$ cat src/core/ulc_pkg.sv
// Package for the UART line control and status block: register map,
// field positions, reset values, frame timing and bus carrier types.
// Assumes a 32-bit AXI4-Lite master and one core clock.
`default_nettype none
package ulc_pkg;
  // Register byte addresses
  localparam logic [31:0] ULC_ADDR_SHARED = 32'hffff0700;
  localparam logic [31:0] ULC_ADDR_IEN = 32'hffff0704;
  localparam logic [31:0] ULC_ADDR_IID = 32'hffff0708;
  localparam logic [31:0] ULC_ADDR_LCR = 32'hffff070c;
  localparam logic [31:0] ULC_ADDR_AUX = 32'hffff0710;
  localparam logic [31:0] ULC_ADDR_LSR = 32'hffff0714;
  localparam logic [31:0] ULC_ADDR_CDIV = 32'hffff0718;
  // Line control fields, then the auxiliary loop back bit
  localparam int ULC_LCR_DIVISOR_ACCESS_BIT = 7;
  localparam int ULC_LCR_BRK = 6;
  localparam int ULC_LCR_SP = 5;
  localparam int ULC_LCR_EPS = 4;
  localparam int ULC_LCR_PEN = 3;
  localparam int ULC_LCR_STOP = 2;
  localparam int ULC_AUX_LOOP = 4;
  // Interrupt enable fields
  localparam int ULC_IEN_LINE_STATUS_INT_ENABLE = 2;
  localparam int ULC_IEN_TX_EMPTY_INT_ENABLE = 1;
  localparam int ULC_IEN_RX_FULL_INT_ENABLE = 0;
  // Reset values
  localparam logic [7:0] ULC_RST_IID = 8'h01;
  localparam logic [7:0] ULC_RST_LSR = 8'h60;
  localparam logic [7:0] ULC_RST_CTRL = 8'h00;
  // Receive source codes
  localparam logic [1:0] ULC_SRC_LIN = 2'h0;
  localparam logic [1:0] ULC_SRC_GP = 2'h2;
  // Identification codes
  localparam logic [1:0] ULC_ID_LS = 2'h3;
  localparam logic [1:0] ULC_ID_RXF = 2'h2;
  localparam logic [1:0] ULC_ID_TXE = 2'h1;
  localparam logic [1:0] ULC_ID_NONE = 2'h0;
  // Frame timing in oversample ticks (16 per bit)
  localparam logic [5:0] ULC_BIT_LAST = 6'h0f;
  localparam logic [5:0] ULC_HALF_LAST = 6'h07;
  localparam logic [5:0] ULC_STOP15_LAST = 6'h17;
  localparam logic [5:0] ULC_STOP2_LAST = 6'h1f;
  // Longest frame: start, 8 data, parity, 2 stop = 12 bits
  localparam logic [7:0] ULC_BREAK_TICKS = 8'hc0;
  // Bus answers
  localparam logic [1:0] ULC_RESP_OKAY = 2'h0;
  localparam logic [1:0] ULC_RESP_SLVERR = 2'h2;
  // Carrier types
  typedef struct packed {
    logic [31:0] addr;
    logic [2:0] prot;
  } ulc_addr_t;
  typedef struct packed {
    logic [31:0] data;
    logic [3:0] strb;
  } ulc_wdata_t;
  typedef struct packed {
    logic [31:0] data;
    logic [1:0] resp;
  } ulc_rdata_t;
  // Serial state machines
  typedef enum logic [4:0] {
    ULC_SER_IDLE = 5'h01,
    ULC_SER_START = 5'h02,
    ULC_SER_DATA = 5'h04,
    ULC_SER_PAR = 5'h08,
    ULC_SER_STOP = 5'h10
  } ulc_ser_t;
endpackage
`default_nettype wire

$ cat src/core/ulc_uart.sv
// UART line control, line status and interrupt identification with its
// own transmitter, receiver and baud generator behind an AXI4-Lite slave.
// Assumes serial inputs synchronous to aclk and a well-behaved master.
// Operation
// [RULE1] Divisor access bit steers shared locations to divisor bytes.
// [RULE2] Break control forces the transmit output low.
// [RULE3] Stick parity sends and checks constant parity equal to even select.
// [RULE4] Even parity select picks even when set, odd when clear.
// [RULE5] Parity enable adds and checks a parity bit per character.
// [RULE6] Length field gives 5 to 8 bits; stop select gives 1.5 or 2.
// [RULE7] Receiver checks only the first stop bit.
// [RULE8] Source field picks LIN receiver for 00, general pin for 10.
// [RULE9] Loop back mode holds the transmit output high.
// [RULE10] Transmit empty flag follows holding register, clears on write.
// [RULE11] Holding empty flag set when transmit and receive both empty.
// [RULE12] Break flag set when input low beyond longest character.
// [RULE13] Framing error on bad stop bit, parity error on mismatch.
// [RULE14] Overrun set when unread character is overwritten.
// [RULE15] Data ready set on character, cleared by reading receive data.
// [RULE16] Line status enable raises interrupt on error or ready events.
// [RULE17] Transmit empty enable raises interrupt when buffer empties.
// [RULE18] Receive full enable raises interrupt when character arrives.
// [RULE19] Ident bit 0 high when idle; line status code 11 first.
// [RULE20] Receive full reported as code 10, cleared by data read.
// [RULE21] Transmit empty code 01, cleared by data write or ident read.
// [RULE22] Pending code 00 is never reported.
// [RULE23] Tick rate is clock over two to divider, 2, and divisor.
// [RULE24] Data and low divisor share one address chosen by access bit.
// [RULE25] Frame: low start, data LSB first, parity, high stops.
`default_nettype none
module ulc_uart
  import ulc_pkg::*;
#(
  parameter int unsigned BAUD_CNT_W = 24
) (
  input wire logic aclk,
  input wire logic aresetn,
  input wire ulc_addr_t s_axi_aw,
  input wire logic s_axi_awvalid,
  output logic s_axi_awready,
  input wire ulc_wdata_t s_axi_w,
  input wire logic s_axi_wvalid,
  output logic s_axi_wready,
  output logic [1:0] s_axi_bresp,
  output logic s_axi_bvalid,
  input wire logic s_axi_bready,
  input wire ulc_addr_t s_axi_ar,
  input wire logic s_axi_arvalid,
  output logic s_axi_arready,
  output ulc_rdata_t s_axi_r,
  output logic s_axi_rvalid,
  input wire logic s_axi_rready,
  input wire logic lin_rx_in,
  input wire logic general_pin_five,
  output logic txd,
  output logic uart_irq
);
  // Divisor 16 bits shifted by up to 7, doubled, needs 24 bits
  if (BAUD_CNT_W < 24) begin : g_chk
    $error("BAUD_CNT_W must be at least 24");
  end

  typedef struct packed {
    logic aw_got;
    logic [31:0] aw_addr;
    logic w_got;
    logic [7:0] w_data;
    logic w_lane0;
    logic bvalid;
    logic [1:0] bresp;
    logic rvalid;
    ulc_rdata_t r;
    logic [7:0] lcr;
    logic [7:0] aux;
    logic [2:0] ien;
    logic [7:0] dll;
    logic [7:0] dlm;
    logic [2:0] cd;
    logic [BAUD_CNT_W-1:0] baud_cnt;
    logic tick;
    logic [7:0] thr;
    logic thr_full;
    ulc_ser_t tx_st;
    logic [5:0] tx_cnt;
    logic [2:0] tx_bit;
    logic [7:0] tx_sh;
    logic tx_par;
    logic txd;
    ulc_ser_t rx_st;
    logic [5:0] rx_cnt;
    logic [2:0] rx_bit;
    logic [7:0] rx_sh;
    logic rx_par;
    logic [7:0] rbr;
    logic dr;
    logic oe;
    logic pe;
    logic fe;
    logic bi;
    logic [7:0] low_cnt;
    logic ls_int;
    logic holding_regs_empty_flag_int;
    logic irq;
  } ulc_state_t;

  ulc_state_t s;
  ulc_state_t n;

  logic divisor_access_bit;
  logic loop;
  logic break_control;
  logic [1:0] word_length_field;
  logic [2:0] last_bit;
  logic [7:0] mask;
  logic [5:0] stop_last;
  logic [BAUD_CNT_W-1:0] limit;
  logic tx_line;
  logic rx_in;
  logic rx_done;
  logic wr_go;
  logic rd_go;
  logic wr_thr;
  logic rd_rbr;
  logic ls_pend;
  logic rxf_pend;
  logic txe_pend;
  logic [7:0] iid_val;
  logic [7:0] lsr_val;
  logic [7:0] rd_val;
  logic rd_hit;

  // Parity bit for a character of the configured length
  function automatic logic par_of(input logic [7:0] d,
                                  input logic [7:0] lcr_v,
                                  input logic [7:0] m);
    logic p;
    p = ^(d & m);
    if (lcr_v[ULC_LCR_SP]) begin
      return lcr_v[ULC_LCR_EPS]; // RULE3
    end
    return lcr_v[ULC_LCR_EPS] ? p : ~p; // RULE4
  endfunction

  // Frame format decode
  assign divisor_access_bit = s.lcr[ULC_LCR_DIVISOR_ACCESS_BIT];
  assign loop = s.aux[ULC_AUX_LOOP];
  assign break_control = s.lcr[ULC_LCR_BRK];
  assign word_length_field = s.lcr[1:0];
  assign last_bit = 3'h4 + {1'b0, word_length_field}; // RULE6
  assign mask = 8'hff >> (2'h3 - word_length_field);
  assign stop_last = !s.lcr[ULC_LCR_STOP] ? ULC_BIT_LAST :
                     (word_length_field == 2'h0) ? ULC_STOP15_LAST : ULC_STOP2_LAST; // RULE6
  // Oversample period: 2^cd * 2 * divisor core cycles; the shift sum
  // is kept 4 bits wide so cd 7 does not wrap to a shift of zero
  assign limit = BAUD_CNT_W'({s.dlm, s.dll}) <<
                 ({1'b0, s.cd} + 4'h1); // RULE23

  // Line level of the transmitter before break and loop back
  always_comb begin
    unique case (s.tx_st)
      ULC_SER_START: tx_line = 1'b0; // RULE25
      ULC_SER_DATA: tx_line = s.tx_sh[0];
      ULC_SER_PAR: tx_line = s.tx_par;
      default: tx_line = 1'b1;
    endcase
  end

  // Receive source; reserved codes read an idle line
  always_comb begin
    if (loop) begin
      rx_in = break_control ? 1'b0 : tx_line;
    end else if (s.aux[7:6] == ULC_SRC_LIN) begin
      rx_in = lin_rx_in; // RULE8
    end else if (s.aux[7:6] == ULC_SRC_GP) begin
      rx_in = general_pin_five; // RULE8
    end else begin
      rx_in = 1'b1;
    end
  end

  // Bus strobes and side-effect decode
  assign wr_go = s.aw_got && s.w_got && !s.bvalid;
  assign rd_go = s_axi_arvalid && s_axi_arready;
  assign wr_thr = wr_go && s.w_lane0 && !divisor_access_bit &&
                  s.aw_addr == ULC_ADDR_SHARED; // RULE1
  assign rd_rbr = rd_go && !divisor_access_bit && s_axi_ar.addr == ULC_ADDR_SHARED;
  assign rx_done = s.tick && s.rx_st == ULC_SER_STOP &&
                   s.rx_cnt == ULC_BIT_LAST;

  // Interrupt priority and identification
  assign ls_pend = s.ien[ULC_IEN_LINE_STATUS_INT_ENABLE] && s.ls_int; // RULE16
  assign rxf_pend = s.ien[ULC_IEN_RX_FULL_INT_ENABLE] && s.dr; // RULE18
  assign txe_pend = s.ien[ULC_IEN_TX_EMPTY_INT_ENABLE] && s.holding_regs_empty_flag_int; // RULE17
  always_comb begin
    if (ls_pend) begin
      iid_val = {5'h00, ULC_ID_LS, 1'b0}; // RULE19
    end else if (rxf_pend) begin
      iid_val = {5'h00, ULC_ID_RXF, 1'b0}; // RULE20
    end else if (txe_pend) begin
      iid_val = {5'h00, ULC_ID_TXE, 1'b0}; // RULE21
    end else begin
      iid_val = {5'h00, ULC_ID_NONE, 1'b1}; // RULE22
    end
  end
  assign lsr_val = {1'b0, !s.thr_full, !s.thr_full && !s.dr, // RULE10 RULE11
                    s.bi, s.fe, s.pe, s.oe, s.dr};

  // Read mux; shared locations follow the divisor access bit
  always_comb begin
    rd_hit = 1'b1;
    unique case (s_axi_ar.addr)
      ULC_ADDR_SHARED: rd_val = divisor_access_bit ? s.dll : s.rbr; // RULE24
      ULC_ADDR_IEN: rd_val = divisor_access_bit ? s.dlm : {5'h00, s.ien}; // RULE1
      ULC_ADDR_IID: rd_val = iid_val;
      ULC_ADDR_LCR: rd_val = s.lcr;
      ULC_ADDR_AUX: rd_val = s.aux;
      ULC_ADDR_LSR: rd_val = lsr_val;
      ULC_ADDR_CDIV: rd_val = {5'h00, s.cd};
      default: begin
        rd_val = 8'h00;
        rd_hit = 1'b0;
      end
    endcase
  end

  assign s_axi_awready = !s.aw_got && !s.bvalid;
  assign s_axi_wready = !s.w_got && !s.bvalid;
  assign s_axi_bvalid = s.bvalid;
  assign s_axi_bresp = s.bresp;
  // One read in flight; a new one waits until the answer is taken
  assign s_axi_arready = !s.rvalid;
  assign s_axi_rvalid = s.rvalid;
  assign s_axi_r = s.r;
  assign txd = s.txd;
  assign uart_irq = s.irq;

  // Next state; clears come before sets so a same-cycle event wins
  always_comb begin
    n = s;
    n.tick = 1'b0;
    // Bus write channel
    if (s_axi_awvalid && s_axi_awready) begin
      n.aw_got = 1'b1;
      n.aw_addr = s_axi_aw.addr;
    end
    if (s_axi_wvalid && s_axi_wready) begin
      n.w_got = 1'b1;
      n.w_data = s_axi_w.data[7:0];
      n.w_lane0 = s_axi_w.strb[0];
    end
    if (s.bvalid && s_axi_bready) begin
      n.bvalid = 1'b0;
    end
    if (wr_go) begin
      n.aw_got = 1'b0;
      n.w_got = 1'b0;
      n.bvalid = 1'b1;
      n.bresp = ULC_RESP_OKAY;
      if (s.w_lane0) begin
        unique case (s.aw_addr)
          ULC_ADDR_SHARED: begin
            if (divisor_access_bit) begin
              n.dll = s.w_data; // RULE1
            end else begin
              n.thr = s.w_data;
              n.thr_full = 1'b1; // RULE10
              n.holding_regs_empty_flag_int = 1'b0; // RULE21
            end
          end
          ULC_ADDR_IEN: begin
            if (divisor_access_bit) begin
              n.dlm = s.w_data;
            end else begin
              n.ien = s.w_data[2:0];
            end
          end
          ULC_ADDR_LCR: n.lcr = s.w_data;
          ULC_ADDR_AUX: n.aux = s.w_data;
          ULC_ADDR_CDIV: n.cd = s.w_data[2:0];
          ULC_ADDR_IID, ULC_ADDR_LSR: n.bresp = ULC_RESP_OKAY;
          default: n.bresp = ULC_RESP_SLVERR;
        endcase
      end else if (!(s.aw_addr inside {ULC_ADDR_SHARED, ULC_ADDR_IEN,
          ULC_ADDR_IID, ULC_ADDR_LCR, ULC_ADDR_AUX, ULC_ADDR_LSR,
          ULC_ADDR_CDIV})) begin
        n.bresp = ULC_RESP_SLVERR;
      end
    end
    // Bus read channel with read side effects
    if (s.rvalid && s_axi_rready) begin
      n.rvalid = 1'b0;
    end
    if (rd_go) begin
      n.rvalid = 1'b1;
      n.r.data = {24'h000000, rd_val};
      n.r.resp = rd_hit ? ULC_RESP_OKAY : ULC_RESP_SLVERR;
      if (rd_rbr) begin
        n.dr = 1'b0; // RULE15 RULE20
      end
      if (s_axi_ar.addr == ULC_ADDR_LSR) begin
        n.bi = 1'b0; // RULE12
        n.fe = 1'b0; // RULE13
        n.pe = 1'b0;
        n.oe = 1'b0; // RULE14
        n.ls_int = 1'b0; // RULE19
      end
      if (s_axi_ar.addr == ULC_ADDR_IID && !ls_pend && !rxf_pend) begin
        n.holding_regs_empty_flag_int = 1'b0; // RULE21
      end
    end
    // Baud tick; a zero divisor stops the line
    if (limit == '0) begin
      n.baud_cnt = '0;
    end else if (s.baud_cnt >= limit - BAUD_CNT_W'(1)) begin
      n.baud_cnt = '0;
      n.tick = 1'b1; // RULE23
    end else begin
      n.baud_cnt = s.baud_cnt + BAUD_CNT_W'(1);
    end
    // Transmitter
    if (s.tick) begin
      n.tx_cnt = s.tx_cnt + 6'h01;
      unique case (s.tx_st)
        ULC_SER_IDLE: begin
          n.tx_cnt = 6'h00;
          if (s.thr_full) begin
            n.tx_sh = s.thr;
            n.tx_par = par_of(s.thr, s.lcr, mask); // RULE3 RULE4
            n.thr_full = wr_thr;
            n.holding_regs_empty_flag_int = 1'b1; // RULE17
            n.tx_st = ULC_SER_START; // RULE25
          end
        end
        ULC_SER_START: begin
          if (s.tx_cnt == ULC_BIT_LAST) begin
            n.tx_cnt = 6'h00;
            n.tx_bit = 3'h0;
            n.tx_st = ULC_SER_DATA;
          end
        end
        ULC_SER_DATA: begin
          if (s.tx_cnt == ULC_BIT_LAST) begin
            n.tx_cnt = 6'h00;
            n.tx_sh = s.tx_sh >> 1; // RULE25
            n.tx_bit = s.tx_bit + 3'h1;
            if (s.tx_bit == last_bit) begin
              n.tx_st = s.lcr[ULC_LCR_PEN] ? ULC_SER_PAR :
                        ULC_SER_STOP; // RULE5
            end
          end
        end
        ULC_SER_PAR: begin
          if (s.tx_cnt == ULC_BIT_LAST) begin
            n.tx_cnt = 6'h00;
            n.tx_st = ULC_SER_STOP;
          end
        end
        ULC_SER_STOP: begin
          if (s.tx_cnt == stop_last) begin
            n.tx_st = ULC_SER_IDLE; // RULE6
          end
        end
      endcase
    end
    // Pin driver: loop back keeps the line idle, break pulls it low
    n.txd = loop ? 1'b1 : break_control ? 1'b0 : tx_line; // RULE2 RULE9
    // Receiver, sampling at bit centres
    if (s.tick) begin
      n.rx_cnt = s.rx_cnt + 6'h01;
      unique case (s.rx_st)
        ULC_SER_IDLE: begin
          n.rx_cnt = 6'h00;
          if (!rx_in) begin
            n.rx_st = ULC_SER_START;
          end
        end
        ULC_SER_START: begin
          // A start shorter than half a bit is taken as a glitch
          if (s.rx_cnt == ULC_HALF_LAST) begin
            n.rx_cnt = 6'h00;
            n.rx_bit = 3'h0;
            n.rx_st = rx_in ? ULC_SER_IDLE : ULC_SER_DATA;
          end
        end
        ULC_SER_DATA: begin
          if (s.rx_cnt == ULC_BIT_LAST) begin
            n.rx_cnt = 6'h00;
            n.rx_sh = {rx_in, s.rx_sh[7:1]}; // RULE25
            n.rx_bit = s.rx_bit + 3'h1;
            if (s.rx_bit == last_bit) begin
              n.rx_st = s.lcr[ULC_LCR_PEN] ? ULC_SER_PAR :
                        ULC_SER_STOP; // RULE5
            end
          end
        end
        ULC_SER_PAR: begin
          if (s.rx_cnt == ULC_BIT_LAST) begin
            n.rx_cnt = 6'h00;
            n.rx_par = rx_in;
            n.rx_st = ULC_SER_STOP;
          end
        end
        ULC_SER_STOP: begin
          // Only the first stop bit is looked at
          if (s.rx_cnt == ULC_BIT_LAST) begin
            n.rx_st = ULC_SER_IDLE; // RULE7
          end
        end
      endcase
    end
    if (rx_done) begin
      n.rbr = s.rx_sh >> (2'h3 - word_length_field);
      // Built on n so a status read in this cycle still clears old errors
      n.oe = n.oe || (s.dr && !rd_rbr); // RULE14
      n.dr = 1'b1; // RULE15
      n.fe = n.fe || !rx_in; // RULE13
      n.pe = n.pe || (s.lcr[ULC_LCR_PEN] && s.rx_par !=
             par_of(s.rx_sh >> (2'h3 - word_length_field), s.lcr, mask)); // RULE13
      n.ls_int = 1'b1; // RULE16
    end
    // Break detector counts ticks of continuous low input
    if (s.tick) begin
      if (rx_in) begin
        n.low_cnt = 8'h00;
      end else if (s.low_cnt != 8'hff) begin
        n.low_cnt = s.low_cnt + 8'h01;
      end
      if (!rx_in && s.low_cnt == ULC_BREAK_TICKS) begin
        n.bi = 1'b1; // RULE12
      end
    end
    n.irq = ls_pend || rxf_pend || txe_pend;
  end

  // State register
  always_ff @(posedge aclk) begin
    if (!aresetn) begin
      s <= '0;
      s.lcr <= ULC_RST_CTRL;
      s.aux <= ULC_RST_CTRL;
      s.tx_st <= ULC_SER_IDLE;
      s.rx_st <= ULC_SER_IDLE;
      s.txd <= 1'b1;
    end else begin
      s <= n;
    end
  end
endmodule // ulc_uart
`default_nettype wire

$ cat config.mk
export PLATFORM = sky130hd
export DESIGN_NAME = ulc_uart
export DESIGN_NICKNAME = d
export VERILOG_FILES = /design/src/core/ulc_pkg.sv /design/src/core/ulc_uart.sv
export SDC_FILE = /design/constraint.sdc
export NUM_CORES = 1
export LEC_CHECK = 0
export BUFFER_PORTS_ARGS = -buffer_cell sky130_fd_sc_hd__buf_4
export CAP_MARGIN = 20
export CORE_AREA = 5 5 148 150
export DETAILED_ROUTE_END_ITERATION = 6
export DIE_AREA = 0 0 153 155
export HOLD_SLACK_MARGIN = 0.15
export PLACE_DENSITY = 0.8
export SLEW_MARGIN = 5
export SYNTH_ARGS = -nofsm -noshare
export SYNTH_HDL_FRONTEND = slang
export SYNTH_SLANG_ARGS = --single-unit
$ cat constraint.sdc
create_clock -name aclk -period 5.4 [get_ports aclk]
set_input_delay 0.27 -clock aclk [delete_from_list [all_inputs] [get_ports aclk]]
set_output_delay 0.27 -clock aclk [all_outputs]
set_load 0.03 [all_outputs]
Word-level counts from Yosys, hierarchy flattened:

Index checks and enable logic that the tools add are counted.

* bits in registers: 200
* word-level logic and storage cells: 269
* bits of input ports: 115
* output and inout bits: 43

* add/sub/neg operators: 10
* reduce and logical (&&, ||, !) cells: 80
* bitwise operators: 6
* shifts and indexed selects: 3
* $lt $le $gt $ge: 1
* muxes and demuxes: 82
* equal/unequal tests: 46

Operators by type and width (number)
* 32-bit == test (second input constant): 14
* 8-bit one-hot mux with 7 select lines: 1
* 5-bit one-hot mux with 5 select lines: 2
* 6-bit one-hot mux with 4 select lines: 2
* 22-bit two-way mux: 2
* 5-bit two-way mux: 8
* 1-bit two-way mux: 37
* 35-bit two-way mux: 1
* 8-bit two-way mux: 4
* 14-bit two-way mux: 2
* 4-bit AND reduction: 7
* 1-bit logical AND: 25
* 24-bit by 1-bit adder with 24-bit output (second input constant): 1
* 24-bit greater-or-equal comparator: 1
* 24-bit zero test: 1
* 24-bit two-way mux: 1
* 16-bit by 4-bit left shift with 24-bit output: 1
* 24-bit by 1-bit subtractor with 24-bit output (second input constant): 1
* 11-bit two-way mux: 2
* 2-bit inequality test (second input constant): 11
* 9-bit two-way mux: 2
* 3-bit AND reduction: 6
* 2-bit nonzero test: 9
* 8-bit AND: 2
* other kinds (40): 85

Logic depth before layout (Yosys ltp):

Gate-level depths: netlist of the first run.

* depth after elaboration: 12
* gate-level depth with buffers: 22
* depth with buffers taken out: 18

Worst setup path after synthesis of the first run:

No wires, ideal clock.

* path kind: register -> register
* start point: reg s[106] (netlist name)
* end point: reg s[99] (netlist name)
* data required time: 5.338 ns
* data arrival time: 4.150 ns
* cell stages (with the launch flop): 20
* path buffers: 4
* library setup time: 0.062 ns
* setup slack: 1.188 ns
* period minus slack after synthesis: 4.212 ns
* cells stage by stage: dfxtp_1 ha_1 buf_6 buf_12 buf_8 mux2_4 mux4_2 mux2i_4 nand4_2 nor4_4 xor2_1 ha_1 a21o_1 a21o_1 a21oi_1 nor2_1 a211oi_1 nand3_2 buf_6 nor2_2

* cells in the longest elaborated chain, start to end: 5
* elaborated cells between the ends (all ways): 6
* classes of those cells: add/sub: 2; order compare: 1; shift: 1; reduce/logical: 2

Ends and longest elaborated chain
* start, declared: RTL line ulc_uart.sv:106 `ulc_state_t s;`
* start signal, assigned: RTL line ulc_uart.sv:445 `s <= n;`
* 3-bit by 1-bit adder with 4-bit output *: RTL line ulc_uart.sv:156 `({1'b0, s.cd} + 4'h1);`
* 16-bit by 4-bit left shift with 24-bit output *: RTL line ulc_uart.sv:155 `assign limit = BAUD_CNT_W'({s.dlm, s.dll}) <<`
* 24-bit by 1-bit subtractor with 24-bit output: RTL line ulc_uart.sv:314 `end else if (s.baud_cnt >= limit - BAUD_CNT_W'(1)) begin`
* 24-bit greater-or-equal comparator: RTL line ulc_uart.sv:314
* 3-bit OR reduction (no source line) *

Every way passes the cells marked *; elsewhere a longest branch is shown, timed or not.
A chain may end at the register's enable or synchronous reset.

Worst setup path in the final report of the first run:

* start point: reg s[107] (netlist name)
* end point: reg s[84] (netlist name)

Same word-level chain as after synthesis.

==> impl_metrics.py, run 1 <==
metrics = {
    "final_layout": {
        "final_layout_size_suffix_gt1_share_pct": 14.0,
        "nets": 1649,
        "area_delta_synth_final_pct": 13.8,
        "fin_area_um2": 13400,
        "final_cells": 1789,
    },
    "synthesis": {
        "synth_seq_cells": 198,
        "syn_area_per_cell_um2": 8.27,
        "ys_seq_area_share_pct": 33.7,
        "synth_top_cell_area_share_pct": 33.7,
        "synth-edff-count": 0,
        "synth_area_um2": 11800,
        "synth_top_area_cell": "dfxtp_1",
        "syn_inst": 1421,
        "synth.top_cells.by_area": "dfxtp_1 34%, nand2_1 6.5%, mux2i_1 6.4%",
        "yosysWarnings": 0,
        "ys_types": 86,
        "synth-async-reset-ratio_pct": 0,
        "ys.flop_type": "dfxtp_1",
    },
    "sta": {
        "rsz0062_at_grt": "no",
        "slew_violations": 0,
        "relSlewSlack_pct": 33.0,
        "fin_crit_sh_pct": 87.3,
        "hold_violations": 0,
        "worst_pin_slew_ns": 1.00,
        "skew_ns": 0.0145,
        "min_period_ns": 4.71,
        "setup_viol": 0,
        "timing.final.ws_setup_ns": 0.685,
        "tns_ns": 0,
        "fmax_ghz": 0.212,
    },
    "min_path": {
        "holdPathEnd": "s_axi_r[1]",
        "whs_path_depth": 3,
        "hold_class": "primary input to flip-flop",
        "min_from": "s_axi_ar[6]",
    },
    "clock_tree": {
        "clk-insertion-delay-late_ns": 0.44,
        "cts.sinks": 198,
        "cts_buffer_depth": 2,
        "cts_tree": "done",
        "clk_pin_slew_worst_paths_ns": 0.07,
        "cts_buffers": 17,
        "root_buffer": "clkbuf_16",
        "cts_htree_levels": 4,
    },
    "global_routing": {
        "overflow": 0,
        "grt_pass1_vias": 9914,
        "grt_pass1_wl_um": 48500,
        "grt_antenna_before_repair": 1,
        "grt_max_degree": 80,
        "grt_usage_pct": 24.2,
    },
    "critical_path": {
        "path_buf_inv": 1,
        "startpoint_type": "flip-flop",
        "regToRegStartpoint": "s[107]",
        "r2r_setup_slack_ns": 0.69,
        "cp.arrival_ns": 5.02,
        "path_max_fanout": 24,
        "critPathCaptureType": "flip-flop",
        "required_ns": 5.71,
        "cp_slowest_cell": "dfxtp_1",
        "r2r_end": "s[84]",
        "critPathTopFamily": "simple AND/OR/NAND/NOR gates",
        "r2r_cells": 16,
        "cpPeakStageDelay_ns": 0.80,
        "critical_path_class": "flip-flop to flip-flop",
        "path_cells": "xor2_1 -> mux4_2 -> o21ai_2 -> nand4b_1 -> nor2_1 -> nand4_1 -> xnor2_1 -> ha_1 -> nand4_1 -> nor3_1 -> nand2_1 -> o21ai_0 -> o21ai_0 -> nand3_2 -> buf_4 -> nor2_1",
    },
    "power_and_ir_drop": {
        "finalPower_mw": 2.97,
        "internal_power_mw": 2.20,
        "ir_drop_v": 0.000226,
        "clock_power_share_pct": 41.2,
        "p_sw_mw": 0.767,
        "powerDensity_nw_per_um2": 222,
        "p_leak_nw": 5.22,
        "netSwitchingFraction_pct": 25.9,
        "share_comb_of_total_power_pct": 7.8,
        "p_seq_share_pct": 51.0,
    },
    "route": {
        "ant_nets": 0,
        "drc_errors": 0,
        "avgRoutedWirePerCell_um": 16.5,
        "vias": 10400,
        "routed_wirelength_um": 29500,
        "first_iter_violations": 775,
        "vias_per_cell": 5.84,
        "firstDrtPassIters": 6,
    },
    "floorplanning": {
        "start_util_pct": 57.2,
        "ios": 158,
        "num_rows": 53,
        "die_h_um": 155,
        "die_w_um": 153,
        "core_um2": 20600,
        "dieArea_um2": 23700,
    },
    "placement": {
        "post_dp_cell_area_um2": 12300,
        "post-dp-hpwl_um": 19900,
        "dp_cells": 1711,
        "dp_slack_ns": 0.731,
        "place.gp.congestion": 0.926,
        "port_buffers": 98,
    },
    "job": {
        "cap_violations": 0,
    },
    "run_status": {
        "outcome": "finished, final reports clean",
    },
}
layout by cell type (no fill, tap or decap), types with 13 or more instances in the layout:
master and count:
a211oi_1 14, a21oi_1 116, a22oi_1 18, and3_1 17, buf_4 110, clkbuf_16 17
conb_1 26, dfxtp_1 198, dlygate4sd3_1 45, ha_1 33, inv_1 17, mux2_2 21
mux2i_1 75, mux4_2 14, nand2_1 205, nand2b_1 13, nand3_1 43, nand4_1 29
nor2_1 164, nor3_1 17, o21ai_0 50, xnor2_1 41, xor2_1 38
state kept, by name, summed over array words and instances, names as in the netlist:
name	flops
break_control	1
s_axi_bresp	1
s_axi_bvalid	1
s_axi_r	9
loop	1
divisor_access_bit	1
lsr_val	5
uart_irq	1
txd	1
s	176
s_axi_rvalid	1
per-stage QoR:
step                      hold WS [ns]  util [%]
final                            0.267      65.1
after detailed placement         0.442      60.0
after CTS                        0.256      64.9
after floorplan                  0.370         -
after global placement           0.438      60.0
after global routing             0.279      65.1
worst max path at each step:
stage / endpoint / from / cells past startpoint / slack, ns
after global routing: s[87] / s[107] / 18 / 0.39
after detailed placement: s[83] / s[107] / 16 / 0.73
after floorplan: s[99] / s[106] / 19 / 1.19
after global placement: s[83] / s[107] / 16 / 0.91
final: s[84] / s[107] / 16 / 0.69
after CTS: s[84] / s[107] / 16 / 0.72
power by group through the flow:
stage / Sequential (mW) / Clock, mW / Combinational [mW]
floorplan: 1.53 / 0 / 0.138
global placement: 1.54 / 0 / 0.189
detailed placement: 1.54 / 0 / 0.191
CTS: 1.51 / 1.23 / 0.217
global route: 1.51 / 1.30 / 0.247
finish: 1.51 / 1.22 / 0.230
final cells by class:
| cell class | count | area (µm²) |
|---|---|---|
| flip-flops and latches | 198 | 3960 |
| clock inverters | 13 | 115 |
| multi-input cells | 1108 | 7130 |
| fillers | 1698 | 7180 |
| diodes | 1 | 2.50 |
| repair buffers | 156 | 1300 |
| well taps | 275 | 344 |
| inverters | 20 | 77.6 |
| clock buffers | 18 | 439 |
tightest hold or removal path: stages:
cell and delay [ns]:
buf_4 0.18, nand3_1 0.12, a31oi_1 0.08
kinds of logic after synthesis:
| group | count (synthesis) | share of synthesized area [%] |
|---|---|---|
| XOR/XNOR | 80 | 6.08 |
| flip-flops | 198 | 33.7 |
| AO/OA/AOI/OAI | 269 | 13.9 |
| adder cells (fa/ha/maj) | 33 | 3.51 |
| AND/OR/NAND/NOR | 581 | 23.7 |
| multiplexers | 119 | 12.6 |
| other | 1 | 0.0319 |
| buffers and inverters | 140 | 6.42 |
synthesized netlist by cell type (8+ instances only):
library cell	instances
and3_1	17
dfxtp_1	198
xnor2_1	41
a21oi_1	116
a211oi_1	14
nand4_1	29
o211ai_1	11
nor2_2	10
nand3_1	43
ha_1	33
nor2_1	164
and2_1	11
buf_4	41
mux4_2	14
a21o_1	10
clkbuf_1	62
a31oi_1	10
xor2_1	38
mux2_2	21
o21ai_0	50
buf_2	8
inv_1	17
nor2b_1	10
nor3_1	17
nand2b_1	13
a22oi_1	18
mux2i_1	75
nand2_1	205
what timing repair did:
item / 4_1_cts / 5_1_grt
hold buffers: 45 / 0
buffers inserted: 0 / 0
gates resized for setup: 0 / 0
endpoints found under the hold margin: 44 / 0
layer usage:
metal  vias up  track usage [%]  wire, µm
li1       5099                -         -
met1      4921             31.6     13000
met2       372             41.3     14100
met3        45             4.78      1900
met4         2             6.53       433
met5         -                0        19
Note: power is estimated with default switching activity, not from simulation.
==> inputs of run 2 (changes only) <==
- ABC_AREA: unset -> 1
==> impl_metrics.py, run 2 <==
metrics = {
    "clock_tree": {
        "cts_buffers": 17,
        "root_buffer": "clkbuf_16",
        "cts_setup_buffers": 0,
        "cts_buffer_depth": 2,
        "clk_pin_slew_worst_paths_ns": 0.08,
        "cts.sinks": 198,
        "clk-insertion-delay-late_ns": 0.44,
        "cts_tree": "done",
        "cts_htree_levels": 4,
    },
    "job": {
        "cap_violations": 0,
    },
    "floorplanning": {
        "dieArea_um2": 23700,
        "core_um2": 20600,
        "die_h_um": 155,
        "die_w_um": 153,
        "num_rows": 53,
        "start_util_pct": 57.5,
        "ios": 158,
    },
    "synthesis": {
        "ys.flop_type": "dfxtp_1",
        "synth_top_cells_by_count": "422 x nand2_1, 229 x nor2_1, 198 x dfxtp_1, 168 x inv_1, 155 x nand3_1",
        "synth_top_cell_area_share_pct": 33.5,
        "ys_seq_area_share_pct": 33.5,
        "synth_area_um2": 11800,
        "synth_seq_cells": 198,
        "ys_types": 50,
        "synth.top_cells.by_area": "dfxtp_1 34%, nand2_1 13%, nor2_1 7.3%",
        "yosysMostFrequentCell": "nand2_1",
        "synth_top_area_cell": "dfxtp_1",
        "syn_inst": 1806,
        "synth-edff-count": 0,
        "synth-async-reset-ratio_pct": 0,
        "yosysWarnings": 0,
        "syn_area_per_cell_um2": 6.54,
    },
    "final_layout": {
        "area_delta_synth_final_pct": 14.8,
        "final_layout_size_suffix_gt1_share_pct": 9.04,
        "layout_common_cells": "422 x nand2_1, 229 x nor2_1, 198 x dfxtp_1, 167 x inv_1, 155 x nand3_1",
        "nets": 2049,
        "layout_commonest_cell": "nand2_1",
        "largest_register_ffs": 176,
        "top_register": "s",
        "n_antenna_cell": 0,
    },
    "route": {
        "first_iter_violations": 1091,
        "firstDrtPassIters": 6,
        "avgRoutedWirePerCell_um": 14.2,
        "vias": 12000,
        "drc_errors": 0,
        "vias_per_cell": 5.48,
        "routed_wirelength_um": 31100,
        "ant_nets": 0,
    },
    "critical_path": {
        "required_ns": 5.76,
        "cpPeakStageDelay_ns": 0.43,
        "critPathCaptureType": "flip-flop",
        "cp_slowest_cell": "dfxtp_1",
        "cp.arrival_ns": 4.78,
        "startpoint_type": "flip-flop",
        "critical_path_class": "flip-flop to flip-flop",
        "path_max_fanout": 24,
        "path_cells": "ha_1 -> inv_2 -> nand3_1 -> nand3_1 -> nand3_1 -> o21ai_1 -> inv_1 -> nor2_1 -> nand2_2 -> nor2_4 -> nand2_1 -> o21ai_1 -> inv_1 -> ha_1 -> a21oi_1 -> o21ai_0 -> a21oi_1 -> o211ai_1 -> a21oi_1 -> nand3_4 -> nor2_1",
    },
    "global_routing": {
        "grt_pass1_vias": 10800,
        "grt_pass1_wl_um": 51000,
        "grt_max_degree": 99,
        "grt_antenna_before_repair": 0,
        "grt_usage_pct": 25.4,
        "overflow": 0,
    },
    "sta": {
        "hold_violations": 0,
        "rsz0062_at_grt": "no",
        "tns_ns": 0,
        "skew_ns": 0.0117,
        "worst_pin_slew_ns": 0.970,
        "fin_crit_sh_pct": 81.9,
        "timing.final.ws_setup_ns": 0.979,
        "relSlewSlack_pct": 34.7,
        "min_period_ns": 4.42,
        "fmax_ghz": 0.226,
        "slew_violations": 0,
        "setup_viol": 0,
    },
    "power_and_ir_drop": {
        "ir_drop_v": 0.000211,
        "p_leak_nw": 5.80,
        "finalPower_mw": 3.10,
        "powerDensity_nw_per_um2": 228,
    },
    "run_status": {
        "outcome": "finished, final reports clean",
    },
    "placement": {
        "place.gp.congestion": 0.928,
        "post-dp-hpwl_um": 22300,
        "port_buffers": 98,
        "dp_slack_ns": 1.11,
    },
    "min_path": {
        "hold_class": "primary input to flip-flop",
    },
}
## run 2: worst max-delay path, delay by kind of cell, from the launching register on
kind	cells	cell delay, ns
DFF	1	0.43
AOI/OAI and AO/OA	7	1.26
and+or+nand+nor	9	1.47
buffers and inverters	3	0.46
adders and majority gates	2	0.70
## run 2: cell type report
class / count / area (µm²)
Tap cell: 275 / 344
Multi-Input combinational cell: 1361 / 6750
Sequential cell: 198 / 3960
Clock inverter: 14 / 181
Clock buffer: 18 / 439
Inverter: 174 / 653
Timing Repair Buffer: 149 / 1240
Fill cell: 1829 / 6990
## run 2: kinds of logic after synthesis
family / after synthesis / synth area share (%)
flops: 198 / 33.5
other cells: 1 / 0.0317
simple gates: 942 / 35.0
mux: 5 / 0.423
xor+xnor: 56 / 4.15
fa+ha+maj: 33 / 3.49
compound gates: 299 / 13.2
buf+inv: 272 / 10.2
## run 2: final timing paths
kind | start | end | slack (ns) | depth (start not counted)
setup / recovery | s[106] | s[83] | 0.98 | 21
hold / removal | s_axi_aw[6] | s[194] | 0.16 | 3
hold reg to reg | s[81] | s[81] | 0.45 | 1
setup reg to reg | s[106] | s[83] | 0.98 | 21
## run 2: what timing repair did
| action | CTS | global route |
|---|---|---|
| hold endpoints to repair | 41 | 0 |
| gates resized for setup | 0 | 0 |
| hold buffers | 41 | 0 |
## run 2: stage by stage
step,instances,util (%),hold WS [ns],area (µm²)
2_1_floorplan,1831,-,0.417,11900
3_3_place_gp,2114,60.8,0.427,12500
3_5_place_dp,2114,60.8,0.437,12500
4_1_cts,2187,65.8,0.169,13500
5_1_grt,2189,66.0,0.181,13600
6_report,2189,66.0,0.160,13600
## run 2: layer usage
metal | vias up | GRT usage (%) | routed length, µm
li1 | 6084 | - | -
met1 | 5458 | 33.5 | 13600
met2 | 384 | 44.1 | 14900
met3 | 62 | 3.73 | 1840
met4 | 0 | 6.41 | 721
met5 | - | 0 | 0
## run 2: power breakdown
group          switching (mW)  leakage (nW)  internal, mW
Sequential             0.0376          1.61          1.49
Clock                   0.641         0.300         0.680
Combinational           0.147          3.90         0.101
